## src/rtl/bcirq_regs.vh

```
/*
 * Register map, field positions, reset values and mode codes for the
 * broadcast unit interrupt flag block.
 * Assumes word-addressed Avalon-MM access with 32-bit data.
 */
`ifndef BCIRQ_REGS_VH
`define BCIRQ_REGS_VH

// word addresses on the avalon slave
`define BCIRQ_ADDR_W          3
`define BCIRQ_OFS_STATUS      3'h0
`define BCIRQ_OFS_ENABLE      3'h1
`define BCIRQ_OFS_FORCE       3'h2
`define BCIRQ_OFS_MODE        3'h3
`define BCIRQ_OFS_PROTECT     3'h4
`define BCIRQ_OFS_CHMODE      3'h5

// bit 31 msb-0 is lsb; channel x sits at bit x+1
`define BCIRQ_NFLAG           13
`define BCIRQ_NCH             12
`define BCIRQ_CONFLICT_BIT    0
`define BCIRQ_FLAGS_RESET     13'h0000
`define BCIRQ_CHMODE_RESET    12'h000
`define BCIRQ_PROTECT_RESET   1'h1
`define BCIRQ_MODE_RESET      2'h0
`define BCIRQ_BAD_ADDR_DATA   32'h00000000

// interrupt signalling modes
`define BCIRQ_MODE_LEVEL      2'h0
`define BCIRQ_MODE_PULSE      2'h1
`define BCIRQ_MODE_PNOTIFY    2'h2
`define BCIRQ_MODE_SINGLE     2'h3

`endif

```

## src/rtl/bcirq_sync.v

```verilog
/*
 * Two-flop synchroniser for a vector of asynchronous levels.
 * Assumes inputs are quasi-static levels; wide buses may skew by a cycle.
 */
`timescale 1ns/1ps
module bcirq_sync #(
  parameter W = 1
) (
  // clock and reset
  input  wire         clk,
  input  wire         sys_rst,
  // levels
  input  wire [W-1:0] d,
  output reg  [W-1:0] q
);
  reg [W-1:0] meta;

  always @(posedge clk or posedge sys_rst) begin
    if (sys_rst) begin
      meta <= {W{1'b0}};
      q    <= {W{1'b0}};
    end else begin
      meta <= d;
      q    <= meta;
    end
  end
endmodule // bcirq_sync

```

## src/rtl/bcirq_edge.v

```verilog
/*
 * Rising-edge detector on already synchronous levels, one-cycle pulses out.
 * Assumes inputs are in the clk domain.
 */
`timescale 1ns/1ps
module bcirq_edge #(
  parameter W = 1
) (
  // clock and reset
  input  wire         clk,
  input  wire         sys_rst,
  // levels in, pulses out
  input  wire [W-1:0] level,
  output wire [W-1:0] rise
);
  reg [W-1:0] last;

  always @(posedge clk or posedge sys_rst) begin
    if (sys_rst) begin
      last <= {W{1'b0}};
    end else begin
      last <= level;
    end
  end

  assign rise = level & ~last;
endmodule // bcirq_edge

```

## src/rtl/bcirq_top.v

```verilog
/*
 * Interrupt status, enable and force registers of the broadcast unit,
 * an Avalon-MM slave with waitrequest, and the interrupt signalling modes.
 * Assumes error event lines arrive from another domain as levels that rise
 * once per event; they are synchronised and edge detected here.
 */
// Added by the designer: the Avalon-MM slave port and the register offsets.
`timescale 1ns/1ps
`include "bcirq_regs.vh"

module bcirq_top (
  // clock and reset
  input  wire        clk,
  input  wire        sys_rst,
  // avalon-mm slave
  input  wire [2:0]  avs_address,
  input  wire        avs_read,
  input  wire        avs_write,
  input  wire [31:0] avs_writedata,
  input  wire [3:0]  avs_byteenable,
  output reg  [31:0] avs_readdata,
  output reg         avs_waitrequest,
  // error events from the broadcast datapath, asynchronous levels
  input  wire        config_conflict_event,
  input  wire [11:0] inconsistency_event,
  // interrupt out
  output reg         broadcast_unit_irq
);

  // synchronised event levels, then one-cycle pulses
  wire [12:0] ev_sync;
  wire [12:0] ev_pulse;

  bcirq_sync #(.W(`BCIRQ_NFLAG)) u_sync (
    .clk     (clk),
    .sys_rst (sys_rst),
    .d       ({inconsistency_event, config_conflict_event}),
    .q       (ev_sync)
  );

  bcirq_edge #(.W(`BCIRQ_NFLAG)) u_edge (
    .clk     (clk),
    .sys_rst (sys_rst),
    .level   (ev_sync),
    .rise    (ev_pulse)
  );

  // registers
  reg [12:0] flags;
  reg [12:0] irq_enable;
  reg [1:0]  irq_mode;
  reg        force_write_protect;
  reg [11:0] channel_operation_select;
  reg [12:0] next_flags;
  reg [12:0] hw_set;
  reg [12:0] sw_clr;
  reg [12:0] sw_force;
  reg        served;
  reg [31:0] next_rdata;
  reg [12:0] pend_prev;
  reg        single_armed;
  reg        next_irq;

  // bytes 0 and 1 carry bits 12:0
  function [31:0] lane_mask;
    input [3:0] be;
    begin
      lane_mask = {{8{be[3]}}, {8{be[2]}}, {8{be[1]}}, {8{be[0]}}};
    end
  endfunction

  function [12:0] low13;
    input [31:0] d;
    begin
      low13 = d[12:0];
    end
  endfunction

  wire [31:0] wmask  = lane_mask(avs_byteenable);
  wire [12:0] wbits  = low13(avs_writedata & wmask);
  wire [12:0] wlanes = low13(wmask);
  // write lands at the edge the master sees waitrequest low, not before
  wire        wr_go  = avs_write & ~avs_read & ~avs_waitrequest;
  wire        rd_go  = avs_read & ~avs_write & avs_waitrequest & ~served;

  // one wait state: request sampled, answered the next edge
  always @(posedge clk or posedge sys_rst) begin
    if (sys_rst) begin
      avs_waitrequest <= 1'b1;
      served          <= 1'b0;
    end else begin
      avs_waitrequest <= ~((avs_read | avs_write) & avs_waitrequest & ~served);
      served          <= (avs_read | avs_write) & avs_waitrequest & ~served;
    end
  end

  always @* begin
    hw_set = {ev_pulse[12:1] & channel_operation_select, ev_pulse[0]};
    sw_clr = {`BCIRQ_NFLAG{1'b0}};
    sw_force = {`BCIRQ_NFLAG{1'b0}};
    if (wr_go && avs_address == `BCIRQ_OFS_STATUS) begin
      sw_clr = wbits;
    end
    if (wr_go && avs_address == `BCIRQ_OFS_FORCE && !force_write_protect) begin
      sw_force = wbits;
    end
    // set wins over a clear in the same cycle
    next_flags = (flags & ~sw_clr) | hw_set | sw_force;
  end

  always @(posedge clk or posedge sys_rst) begin
    if (sys_rst) begin
      flags                    <= `BCIRQ_FLAGS_RESET;
      irq_enable               <= `BCIRQ_FLAGS_RESET;
      irq_mode                 <= `BCIRQ_MODE_RESET;
      force_write_protect      <= `BCIRQ_PROTECT_RESET;
      channel_operation_select <= `BCIRQ_CHMODE_RESET;
    end else begin
      flags <= next_flags;
      if (wr_go) begin
        case (avs_address)
          `BCIRQ_OFS_ENABLE: begin
            irq_enable <= (irq_enable & ~wlanes) | wbits;
          end
          `BCIRQ_OFS_MODE: begin
            if (avs_byteenable[0]) begin
              irq_mode <= avs_writedata[1:0];
            end
          end
          `BCIRQ_OFS_PROTECT: begin
            if (avs_byteenable[0]) begin
              force_write_protect <= avs_writedata[0];
            end
          end
          `BCIRQ_OFS_CHMODE: begin
            channel_operation_select <= (channel_operation_select & ~wlanes[11:0])
                                        | wbits[11:0];
          end
          default: begin
          end
        endcase
      end
    end
  end

  // read mux; force register always reads zero
  always @* begin
    next_rdata = `BCIRQ_BAD_ADDR_DATA;
    case (avs_address)
      `BCIRQ_OFS_STATUS:  next_rdata = {19'h00000, flags};
      `BCIRQ_OFS_ENABLE:  next_rdata = {19'h00000, irq_enable};
      `BCIRQ_OFS_FORCE:   next_rdata = 32'h00000000;
      `BCIRQ_OFS_MODE:    next_rdata = {30'h0, irq_mode};
      `BCIRQ_OFS_PROTECT: next_rdata = {31'h0, force_write_protect};
      `BCIRQ_OFS_CHMODE:  next_rdata = {20'h00000, channel_operation_select};
      default:            next_rdata = `BCIRQ_BAD_ADDR_DATA;
    endcase
  end

  always @(posedge clk or posedge sys_rst) begin
    if (sys_rst) begin
      avs_readdata <= 32'h00000000;
    end else if (rd_go) begin
      avs_readdata <= next_rdata;
    end
  end

  // interrupt signalling
  wire [12:0] pend     = flags & irq_enable;
  wire        any_pend = |pend;
  wire        new_pend = |(pend & ~pend_prev);

  always @* begin
    case (irq_mode)
      `BCIRQ_MODE_LEVEL:   next_irq = any_pend;
      `BCIRQ_MODE_PULSE:   next_irq = new_pend;
      `BCIRQ_MODE_PNOTIFY: next_irq = new_pend;
      `BCIRQ_MODE_SINGLE:  next_irq = new_pend & single_armed;
      default:             next_irq = any_pend;
    endcase
  end

  always @(posedge clk or posedge sys_rst) begin
    if (sys_rst) begin
      pend_prev          <= `BCIRQ_FLAGS_RESET;
      single_armed       <= 1'b1;
      broadcast_unit_irq <= 1'b0;
    end else begin
      pend_prev          <= pend;
      broadcast_unit_irq <= next_irq;
      // single-pulse rearms only once every pending source is gone
      if (!any_pend) begin
        single_armed <= 1'b1;
      end else if (new_pend) begin
        single_armed <= 1'b0;
      end
    end
  end

endmodule // bcirq_top

```

## config.mk

```make
export PLATFORM = sky130hd
export DESIGN_NAME = bcirq_top
export DESIGN_NICKNAME = d
export VERILOG_FILES = /design/src/rtl/bcirq_sync.v /design/src/rtl/bcirq_edge.v /design/src/rtl/bcirq_top.v
export VERILOG_INCLUDE_DIRS = /design/src /design/src/rtl
export SDC_FILE = /design/constraint.sdc
export NUM_CORES = 1
export LEC_CHECK = 0
export BUFFER_PORTS_ARGS = -buffer_cell sky130_fd_sc_hd__buf_2
export CAP_MARGIN = 0
export CORE_ASPECT_RATIO = 0.6
export CORE_UTILIZATION = 59
export CTS_CLUSTER_SIZE = 8
export DETAILED_ROUTE_END_ITERATION = 10
export PLACE_DENSITY = 0.85
export SYNTH_ARGS = -nofsm -noshare
export SYNTH_HDL_FRONTEND = slang
export SYNTH_HIERARCHICAL = 1
export SYNTH_SLANG_ARGS = --single-unit
```

## constraint.sdc

```tcl
create_clock -name clk -period 6.6 [get_ports clk]
set_clock_uncertainty 0.1 [all_clocks]
set_input_delay 0.99 -clock clk [delete_from_list [all_inputs] [get_ports clk]]
set_output_delay 0.99 -clock clk [all_outputs]
set_load 0.05 [all_outputs]
```

# Word-level counts from Yosys, hierarchy flattened

Cells that the tools add are included.

Add/subtract/negate cells: 0
Multiply operators: 0
Div/mod/pow operators: 0
Magnitude comparators: 0
Equal/unequal tests: 9
Shifts and indexed selects: 0
Multiplexer cells: 6
Bitwise logic cells: 31
Reduce and logical (&&, ||, !) cells: 13

Operators with widths:

| cell                                                                     | number |
|---|---|
| 13-bit bitwise AND                                                       | 6 |
| 13-bit one-hot mux with 5 select lines                                   | 1 |
| 13-bit inverter                                                          | 4 |
| 13-bit OR                                                                | 3 |
| 13-bit 2-to-1 mux                                                        | 2 |
| 13-bit OR reduction                                                      | 2 |
| 12-bit bitwise AND                                                       | 2 |
| 12-bit inverter                                                          | 1 |
| 12-bit OR                                                                | 1 |
| 1-bit bitwise AND                                                        | 8 |
| 3-bit by 2-bit == test with 1-bit output (second input constant)         | 2 |
| 3-bit == test (second input constant)                                    | 2 |
| 3-bit AND reduction                                                      | 2 |
| 1-bit inverter                                                           | 5 |
| 2-bit == test (second input constant)                                    | 2 |
| 2-bit AND reduction                                                      | 2 |
| 3-bit by 1-bit == test with 1-bit output (second input constant)         | 1 |
| 1-bit logical AND                                                        | 3 |
| 3-bit logical NOT                                                        | 1 |
| 1-bit one-hot mux with 3 select lines                                    | 1 |
| 2-bit by 1-bit == test with 1-bit output (second input constant)         | 1 |
| 2-bit logical NOT                                                        | 1 |
| 1-bit 2-to-1 mux                                                         | 2 |
| 2-bit by 1-bit inequality test with 1-bit output (second input constant) | 1 |
| 3 further kinds                                                          | 3 |

Register bits after elaboration: 129
Latch bits: 0
Bits in writable memories: 0
ROM bits: 0
Bits of input ports: 56
Output and inout port bits: 34
Word-level logic and storage cells: 73
Memories: 0

# Logic depth before layout (Yosys ltp)

Gate-level depths: netlist (run 1).

Word-level depth: 9
Mapped depth: 6

# Modules after synthesis

Netlist (run 1), hierarchy kept.

By module, submodules not included:

| module     | times used | cells an instance | area each (sq um) | sequential area each (sq um) |
|---|---|---|---|---|
| bcirq_top  | 1          | 286               | 3320.7            | 1780.5 |
| bcirq_sync | 1          | 27                | 654.4             | 650.6 |
| bcirq_edge | 1          | 27                | 508.0             | 325.3 |

# Least setup slack after synthesis (run 1)

Ideal clock, no wire load.

Path type: input to register
From: in avs_address[1]
To: reg flags[1]
Data arrival time: 2.231 ns
Data required time: 6.374 ns
Setup slack: 4.143 ns
Stages: 6
Cells stage by stage: buf_6 > nor4b_4 > and2_4 > nor3b_4 > a21boi_0 > a221o_1

Word-level cells in the longest chain between the ends: 7
Elaborated cells on any way between the ends: 11
Classes of those cells: eq/ne (1); mux (2); bitwise (4); reduce/logical (4)

RTL lines:

| item                               | line            | text |
|---|---|---|
| start, declared                    | bcirq_top.v:16  | `input wire [2:0] avs_address,` |
| 3-bit logical NOT                  | -               |  |
| 1-bit logical AND (no source line) | -               |  |
| 13-bit 2-to-1 mux                  | bcirq_top.v:101 | `` if (wr_go && avs_address == `BCIRQ_OFS_STATUS) begin `` |
| 13-bit inverter                    | bcirq_top.v:108 | `next_flags = (flags & ~sw_clr) \| hw_set \| sw_force;` |
| 13-bit bitwise AND                 | bcirq_top.v:108 |  |
| 13-bit OR                          | bcirq_top.v:108 |  |
| 13-bit OR *                        | bcirq_top.v:108 |  |
| named net next_flags[1]            | bcirq_top.v:54  | `reg [12:0] next_flags;` |
| end signal, assigned               | bcirq_top.v:113 | `` flags <= `BCIRQ_FLAGS_RESET; `` |
| end signal, assigned               | bcirq_top.v:119 | `flags <= next_flags;` |
| end, declared                      | bcirq_top.v:49  | `reg [12:0] flags;` |

The timed path passes the listed nets; every way through them passes the cells marked *.
A chain may end at the register's enable or synchronous reset.

==> results.py, run 1 <==
metrics = {
    "synthesis": {
        "syn_area_um2": 4483,
        "synth_warnings": 6,
        "synth-edff-count": 0,
        "netlist_instances": 340,
        "synth_area_per_cell_um2": 13.19,
        "synth_cell_types": 44,
        "ys_seq_elements": 110,
        "synthArstFlopShare_pct": 100.0,
        "ys_seq_area_share_pct": 61.48,
        "ys.flop_type": "dfrtp_1",
    },
    "timing": {
        "maxSlewHeadroom_pct": 41.39,
        "rsz0062_at_grt": "no",
        "fmax_ghz": 0.3724,
        "finalSetupTns_ns": 0,
        "worst_slack_ns": 3.915,
        "tightest_slew_ns": 0.8782,
        "holdWs_ns": 0.2490,
        "hold_viol": 0,
        "slew_violations": 0,
        "setup_viol": 0,
        "period_minus_slack_ns": 2.685,
        "post-route-period-util_pct": 40.69,
    },
    "final_layout": {
        "final_common_cell": "dfrtp_1",
        "synthToLayoutAreaGrowth_pct": 12.20,
        "final_cell_mix": "107 x dfrtp_1, 49 x buf_2, 33 x nand2_1",
        "layout.nets": 450,
        "n_antenna_cell": 0,
        "layout-drive-gt1-share_pct": 28.28,
    },
    "global_route": {
        "grt_pass1_vias": 2811,
        "grt_pass1_wl_um": 14300,
        "grt_max_degree": 72,
        "antenna_found_initial": 0,
        "overflow": 0,
        "grtUsageTotal_pct": 24.73,
    },
    "status": {
        "status": "finished, final reports clean",
    },
    "clock_tree": {
        "root_buffer": "clkbuf_16",
        "clk_latency_ns": 0.35,
        "clkSlewWorstSetupHoldPaths_ns": 0.07,
        "cts_sinks": 110,
        "cts_setup_buffers": 0,
        "h-tree-depth": 3,
        "ctsHoldBuffers": 0,
        "cts_buffers": 9,
        "cts_resized": 0,
        "clk_path_buf_depth": 2,
        "cts_tree": "yes",
    },
    "detailed_routing": {
        "drt_first_pass_iters": 5,
        "via_per_inst": 5.468,
        "ant_nets": 0,
        "first_iter_violations": 216,
        "drc": 0,
        "wl_per_cell_um": 17.63,
        "vias": 2734,
        "wirelength_um": 8817,
    },
    "setup_path": {
        "end_kind": "register",
        "cp_slowest_stage_delay_ns": 0.55,
        "ff2ff_setup_slack_ns": 4.34,
        "critPathLaunchType": "input pin",
        "path_class": "in2reg",
        "cp_data_arrival_time_ns": 2.82,
        "required_ns": 6.74,
        "cp-startpoint": "avs_address[0]",
        "crit_fanout": 22,
        "r2r_start": "avs_waitrequest$_DFF_PP1_",
        "crit_chain": "buf_2 -> and2_1 -> nand2_1 -> mux2_2",
        "critical-path-slowest-cell": "and2_1",
    },
    "floorplanning": {
        "die_h_um": 69.52,
        "die_w_um": 114.5,
        "start_util_pct": 61.44,
        "core_um2": 7297,
        "ios": 90,
        "dieArea_um2": 7962,
        "rows": 24,
    },
    "power": {
        "p_leak_uw": 0.002535,
        "power_per_cell_area_nw_per_um2": 372.7,
        "irDropWorstVdd_uv": 229.4,
        "power_uw": 1875,
    },
    "hold_path": {
        "worstHoldStart": "u_sync/meta[10]$_DFF_PP0_",
        "hold_class": "reg2reg",
    },
    "placement": {
        "routabilityCongestion": 0.8586,
        "hpwl_um": 6206,
        "numPortBuffers": 49,
        "dp_slack_ns": 3.594,
    },
    "run": {
        "maxCapViolCount": 0,
    },
}
[metal layers]
metal  part of all wire, %  vias to the layer above  global-route usage [%]
met1                    46                     1360                   35.10
met4                   1.1                        0                   7.792
met5                     0                        -                       0
li1                      -                     1262                       -
met3                   8.3                        9                   8.916
met2                    44                      103                   35.82
[through the flow]
| step | instances | utilization, % | instance area [µm²] |
|---|---|---|---|
| 5_1_grt | 500 | 68.93 | 5030 |
| 2_1_floorplan | 358 | - | 4551 |
| 6_report | 500 | 68.93 | 5030 |
| 3_3_place_gp | 485 | 65.11 | 4751 |
| 3_5_place_dp | 485 | 65.11 | 4751 |
| 4_1_cts | 500 | 68.93 | 5030 |
[path summary, 6_finish.rpt]
kind | endpoint | depth (start not counted)
hold / removal | u_sync/q[10]$_DFF_PP0_ | 0
hold reg to reg | u_sync/q[10]$_DFF_PP0_ | 0
min in group asynchronous | u_edge/last[10]$_DFF_PP0_ | 2
setup / recovery | register | 4
max in group asynchronous | avs_readdata[12]$_DFFE_PP0P_ | 3
setup reg to reg | avs_readdata[2]$_DFFE_PP0P_ | 4
[cell usage after synthesis, types with 4 or more instances]
master,instances,area share (%)
o22ai_1,4,0.56
a21boi_0,12,2.0
nor2_1,4,0.33
nor2b_4,13,4.0
dfrtp_1,107,60
buf_4,19,3.2
nand2_1,33,2.8
clkbuf_1,5,0.42
nor2b_1,5,0.70
mux2i_1,12,2.7
a22o_1,10,2.0
a221o_1,13,2.9
mux2_2,27,6.8
inv_1,18,1.5
o21ai_0,15,1.7
[power by group]
| group | total, µW | internal (µW) | switching [µW] |
|---|---|---|---|
| sequential | 907 | 811 | 96.4 |
| clock | 508 | 260 | 247 |
| combinational | 460 | 171 | 288 |
| total | 1870 | 1240 | 632 |
[worst max-delay path, delay by kind of cell]
kind / cells / cell delay (ns)
mux: 1 / 0.39
simple gates: 2 / 0.96
buf+inv: 1 / 0.47
[cell type report]
cell class	count	area, µm²
inverters	18	67.56
well taps	104	130.1
repair buffers	50	252.7
clock buffers	9	225.2
flip-flops and latches	110	2756
multi-input cells	203	1544
fillers	516	2267
clock inverters	6	53.80
[kinds of logic (layout without fill, tap and decap cells)]
logic type / Yosys count / in the layout / synth area share [%]
AO/OA/AOI/OAI: 66 / 66 / 11.14
adder cells (fa/ha/maj): 2 / 2 / 0.5581
buffers and inverters: 45 / 83 / 5.582
flip-flops: 110 / 110 / 61.48
multiplexers: 39 / 39 / 9.461
other: 1 / 19 / 0.08365
AND/OR/NAND/NOR: 77 / 77 / 11.69
(Power assumes the default switching activity.)
==> run 2, diff against run 1 <==
--- a/config.mk
+++ b/config.mk
@@ -9,10 +9,10 @@
 export BUFFER_PORTS_ARGS = -buffer_cell sky130_fd_sc_hd__buf_2
 export CAP_MARGIN = 0
 export CORE_ASPECT_RATIO = 0.6
-export CORE_UTILIZATION = 59
+export CORE_UTILIZATION = 49
 export CTS_CLUSTER_SIZE = 8
 export DETAILED_ROUTE_END_ITERATION = 10
-export PLACE_DENSITY = 0.85
+export PLACE_DENSITY = 0.75
 export SYNTH_ARGS = -nofsm -noshare
 export SYNTH_HDL_FRONTEND = slang
 export SYNTH_HIERARCHICAL = 1
==> constraint.sdc (replaced) <==
create_clock -name clk -period 2.4 [get_ports clk]
set_clock_uncertainty 0.1 [all_clocks]
set_input_delay 0.36 -clock clk [delete_from_list [all_inputs] [get_ports clk]]
set_output_delay 0.36 -clock clk [all_outputs]
set_load 0.05 [all_outputs]
==> run 2 against run 1 <==
Against the previous run: sequential cell count unchanged; the flow now finishes with violations (design-rule violations); count of clock-buffer cells in the layout up 1; die area up 20%; wire length up 1.6%; setup slack worse by 3.6 ns; clock power rose to 2.9 times the previous value; non-clock buffer count up 15; largest cell class unchanged; global-route usage down 4.2 points; utilization down 9.0 points.
==> results.py, run 2 (synthesis gave the netlist of run 1 again) <==
metrics = {
    "status": {
        "status": "finished with violations",
        "violations": "design-rule violations",
    },
    "power": {
        "p_leak_uw": 0.002621,
        "power_uw": 5236,
        "power_per_cell_area_nw_per_um2": 1006,
        "irDropWorstVdd_uv": 653.0,
    },
    "placement": {
        "placed_area_um2": 4833,
        "hpwl_um": 6371,
        "dp.cells": 501,
        "routabilityCongestion": 0.8555,
        "numPortBuffers": 49,
    },
    "global_route": {
        "overflow": 0,
        "grtUsageTotal_pct": 20.52,
        "grt_pass1_vias": 2680,
        "grt_pass1_wl_um": 14610,
        "grt_max_degree": 72,
        "antenna_found_initial": 0,
    },
    "final_layout": {
        "layout-drive-gt1-share_pct": 29.37,
        "fillers": 697,
        "stdcell_count": 524,
        "final_cell_mix": "107 x dfrtp_1, 49 x buf_2, 33 x nand2_1",
        "ff_latch_area_um2": 2756,
        "final_common_cell": "dfrtp_1",
        "multi_input_comb_area_um2": 1544,
        "layout.nets": 465,
        "n_antenna_cell": 0,
        "fin_area_um2": 5205,
        "synthToLayoutAreaGrowth_pct": 16.10,
    },
    "setup_path": {
        "required_ns": 2.53,
        "critPathLaunchType": "register",
        "cp_slowest_stage_delay_ns": 0.40,
        "timing.critical_path.buf_inv": 0,
        "critical-path-slowest-cell": "dfstp_2",
        "end_kind": "register",
        "crit_fanout": 8,
        "cp_data_arrival_time_ns": 2.18,
        "crit_chain": "nor4b_4 -> and2_4 -> nor3b_4 -> a21boi_0 -> a221o_1",
        "path_class": "reg2reg",
        "crit_family": "simple AND/OR/NAND/NOR gates",
    },
    "detailed_routing": {
        "wl_per_cell_um": 17.10,
        "via_per_inst": 5.216,
        "drc": 6,
        "ant_nets": 0,
        "first_iter_violations": 265,
        "wirelength_um": 8961,
        "drt_first_pass_iters": 8,
        "vias": 2733,
    },
    "timing": {
        "tightest_slew_ns": 0.8867,
        "setup_viol": 0,
        "finalSetupTns_ns": 0,
        "fmax_ghz": 0.4867,
        "holdWs_ns": 0.009799,
        "slew_violations": 0,
        "post-route-period-util_pct": 85.62,
        "period_minus_slack_ns": 2.055,
        "maxSlewHeadroom_pct": 40.82,
        "rsz0062_at_grt": "no",
        "hold_viol": 0,
    },
    "clock_tree": {
        "cts_sinks": 110,
        "cts_buffers": 9,
        "clk_latency_ns": 0.35,
        "clk_path_buf_depth": 2,
        "cts_tree": "yes",
        "root_buffer": "clkbuf_16",
        "h-tree-depth": 3,
        "ctsHoldBuffers": 1,
        "clkSlewWorstSetupHoldPaths_ns": 0.08,
        "cts_resized": 0,
        "cts_setup_buffers": 0,
    },
    "floorplanning": {
        "ios": 90,
        "core_um2": 8686,
        "rows": 26,
        "start_util_pct": 51.61,
        "die_w_um": 125.5,
        "die_h_um": 76.09,
        "dieArea_um2": 9548,
    },
    "run": {
        "maxCapViolCount": 0,
    },
    "hold_path": {
        "hold_class": "in2reg",
    },
}
run 2: cell count changes in the layout (fill, tap and decap cells not counted):
cell,before,now
buf_12,0,1
clkinv_8,0,1
clkbuf_8,0,1
buf_4,1,8
dlygate4sd3_1,0,7
clkinvlp_4,1,0
run 2: cell type report:
type	count	share of cell area, %
Sequential cell	110	52.96
Tap cell	112	2.692
Multi-Input combinational cell	203	29.66
Clock inverter	6	1.202
Timing Repair Buffer	65	7.596
Clock buffer	10	4.591
Inverter	18	1.298
run 2: worst paths after layout:
kind,from,to,slack [ns],cells after the start
max,avs_waitrequest$_DFF_PP1_,flags[4]$_DFF_PP0_,0.35,5
min,inconsistency_event[4],u_sync/meta[5]$_DFF_PP0_,0.01,1
max reg2reg,avs_waitrequest$_DFF_PP1_,flags[4]$_DFF_PP0_,0.35,5
min reg2reg,u_sync/meta[8]$_DFF_PP0_,u_sync/q[8]$_DFF_PP0_,0.25,0
max in group asynchronous,sys_rst,u_sync/q[11]$_DFF_PP0_,1.00,3
min in group asynchronous,sys_rst,u_edge/last[5]$_DFF_PP0_,0.48,3
run 2: layer usage:
| metal | GRT usage [%] | share of wire [%] | vias to the layer above |
|---|---|---|---|
| li1 | - | - | 1297 |
| met1 | 32.18 | 48 | 1336 |
| met2 | 26.83 | 42 | 93 |
| met3 | 6.531 | 9.2 | 7 |
| met4 | 5.488 | 0.54 | 0 |
| met5 | 0 | 0 | - |
run 2: metrics by stage:
| stage | utilization, % | setup WS [ns] |
|---|---|---|
| 2_1_floorplan | - | 0.1484 |
| 3_3_place_gp | 55.65 | 0.3076 |
| 3_5_place_dp | 55.65 | 0.2559 |
| 4_1_cts | 59.23 | 0.4012 |
| 5_1_grt | 59.93 | 0.2883 |
| 6_report | 59.93 | 0.3452 |
run 2: where the power goes:
part | leakage [µW] | internal (µW) | switching, µW
logic | 0.00111 | 491 | 798
registers | 0.00136 | 2230 | 251
clock network | 0.000148 | 760 | 707
total | 0.00262 | 3480 | 1760
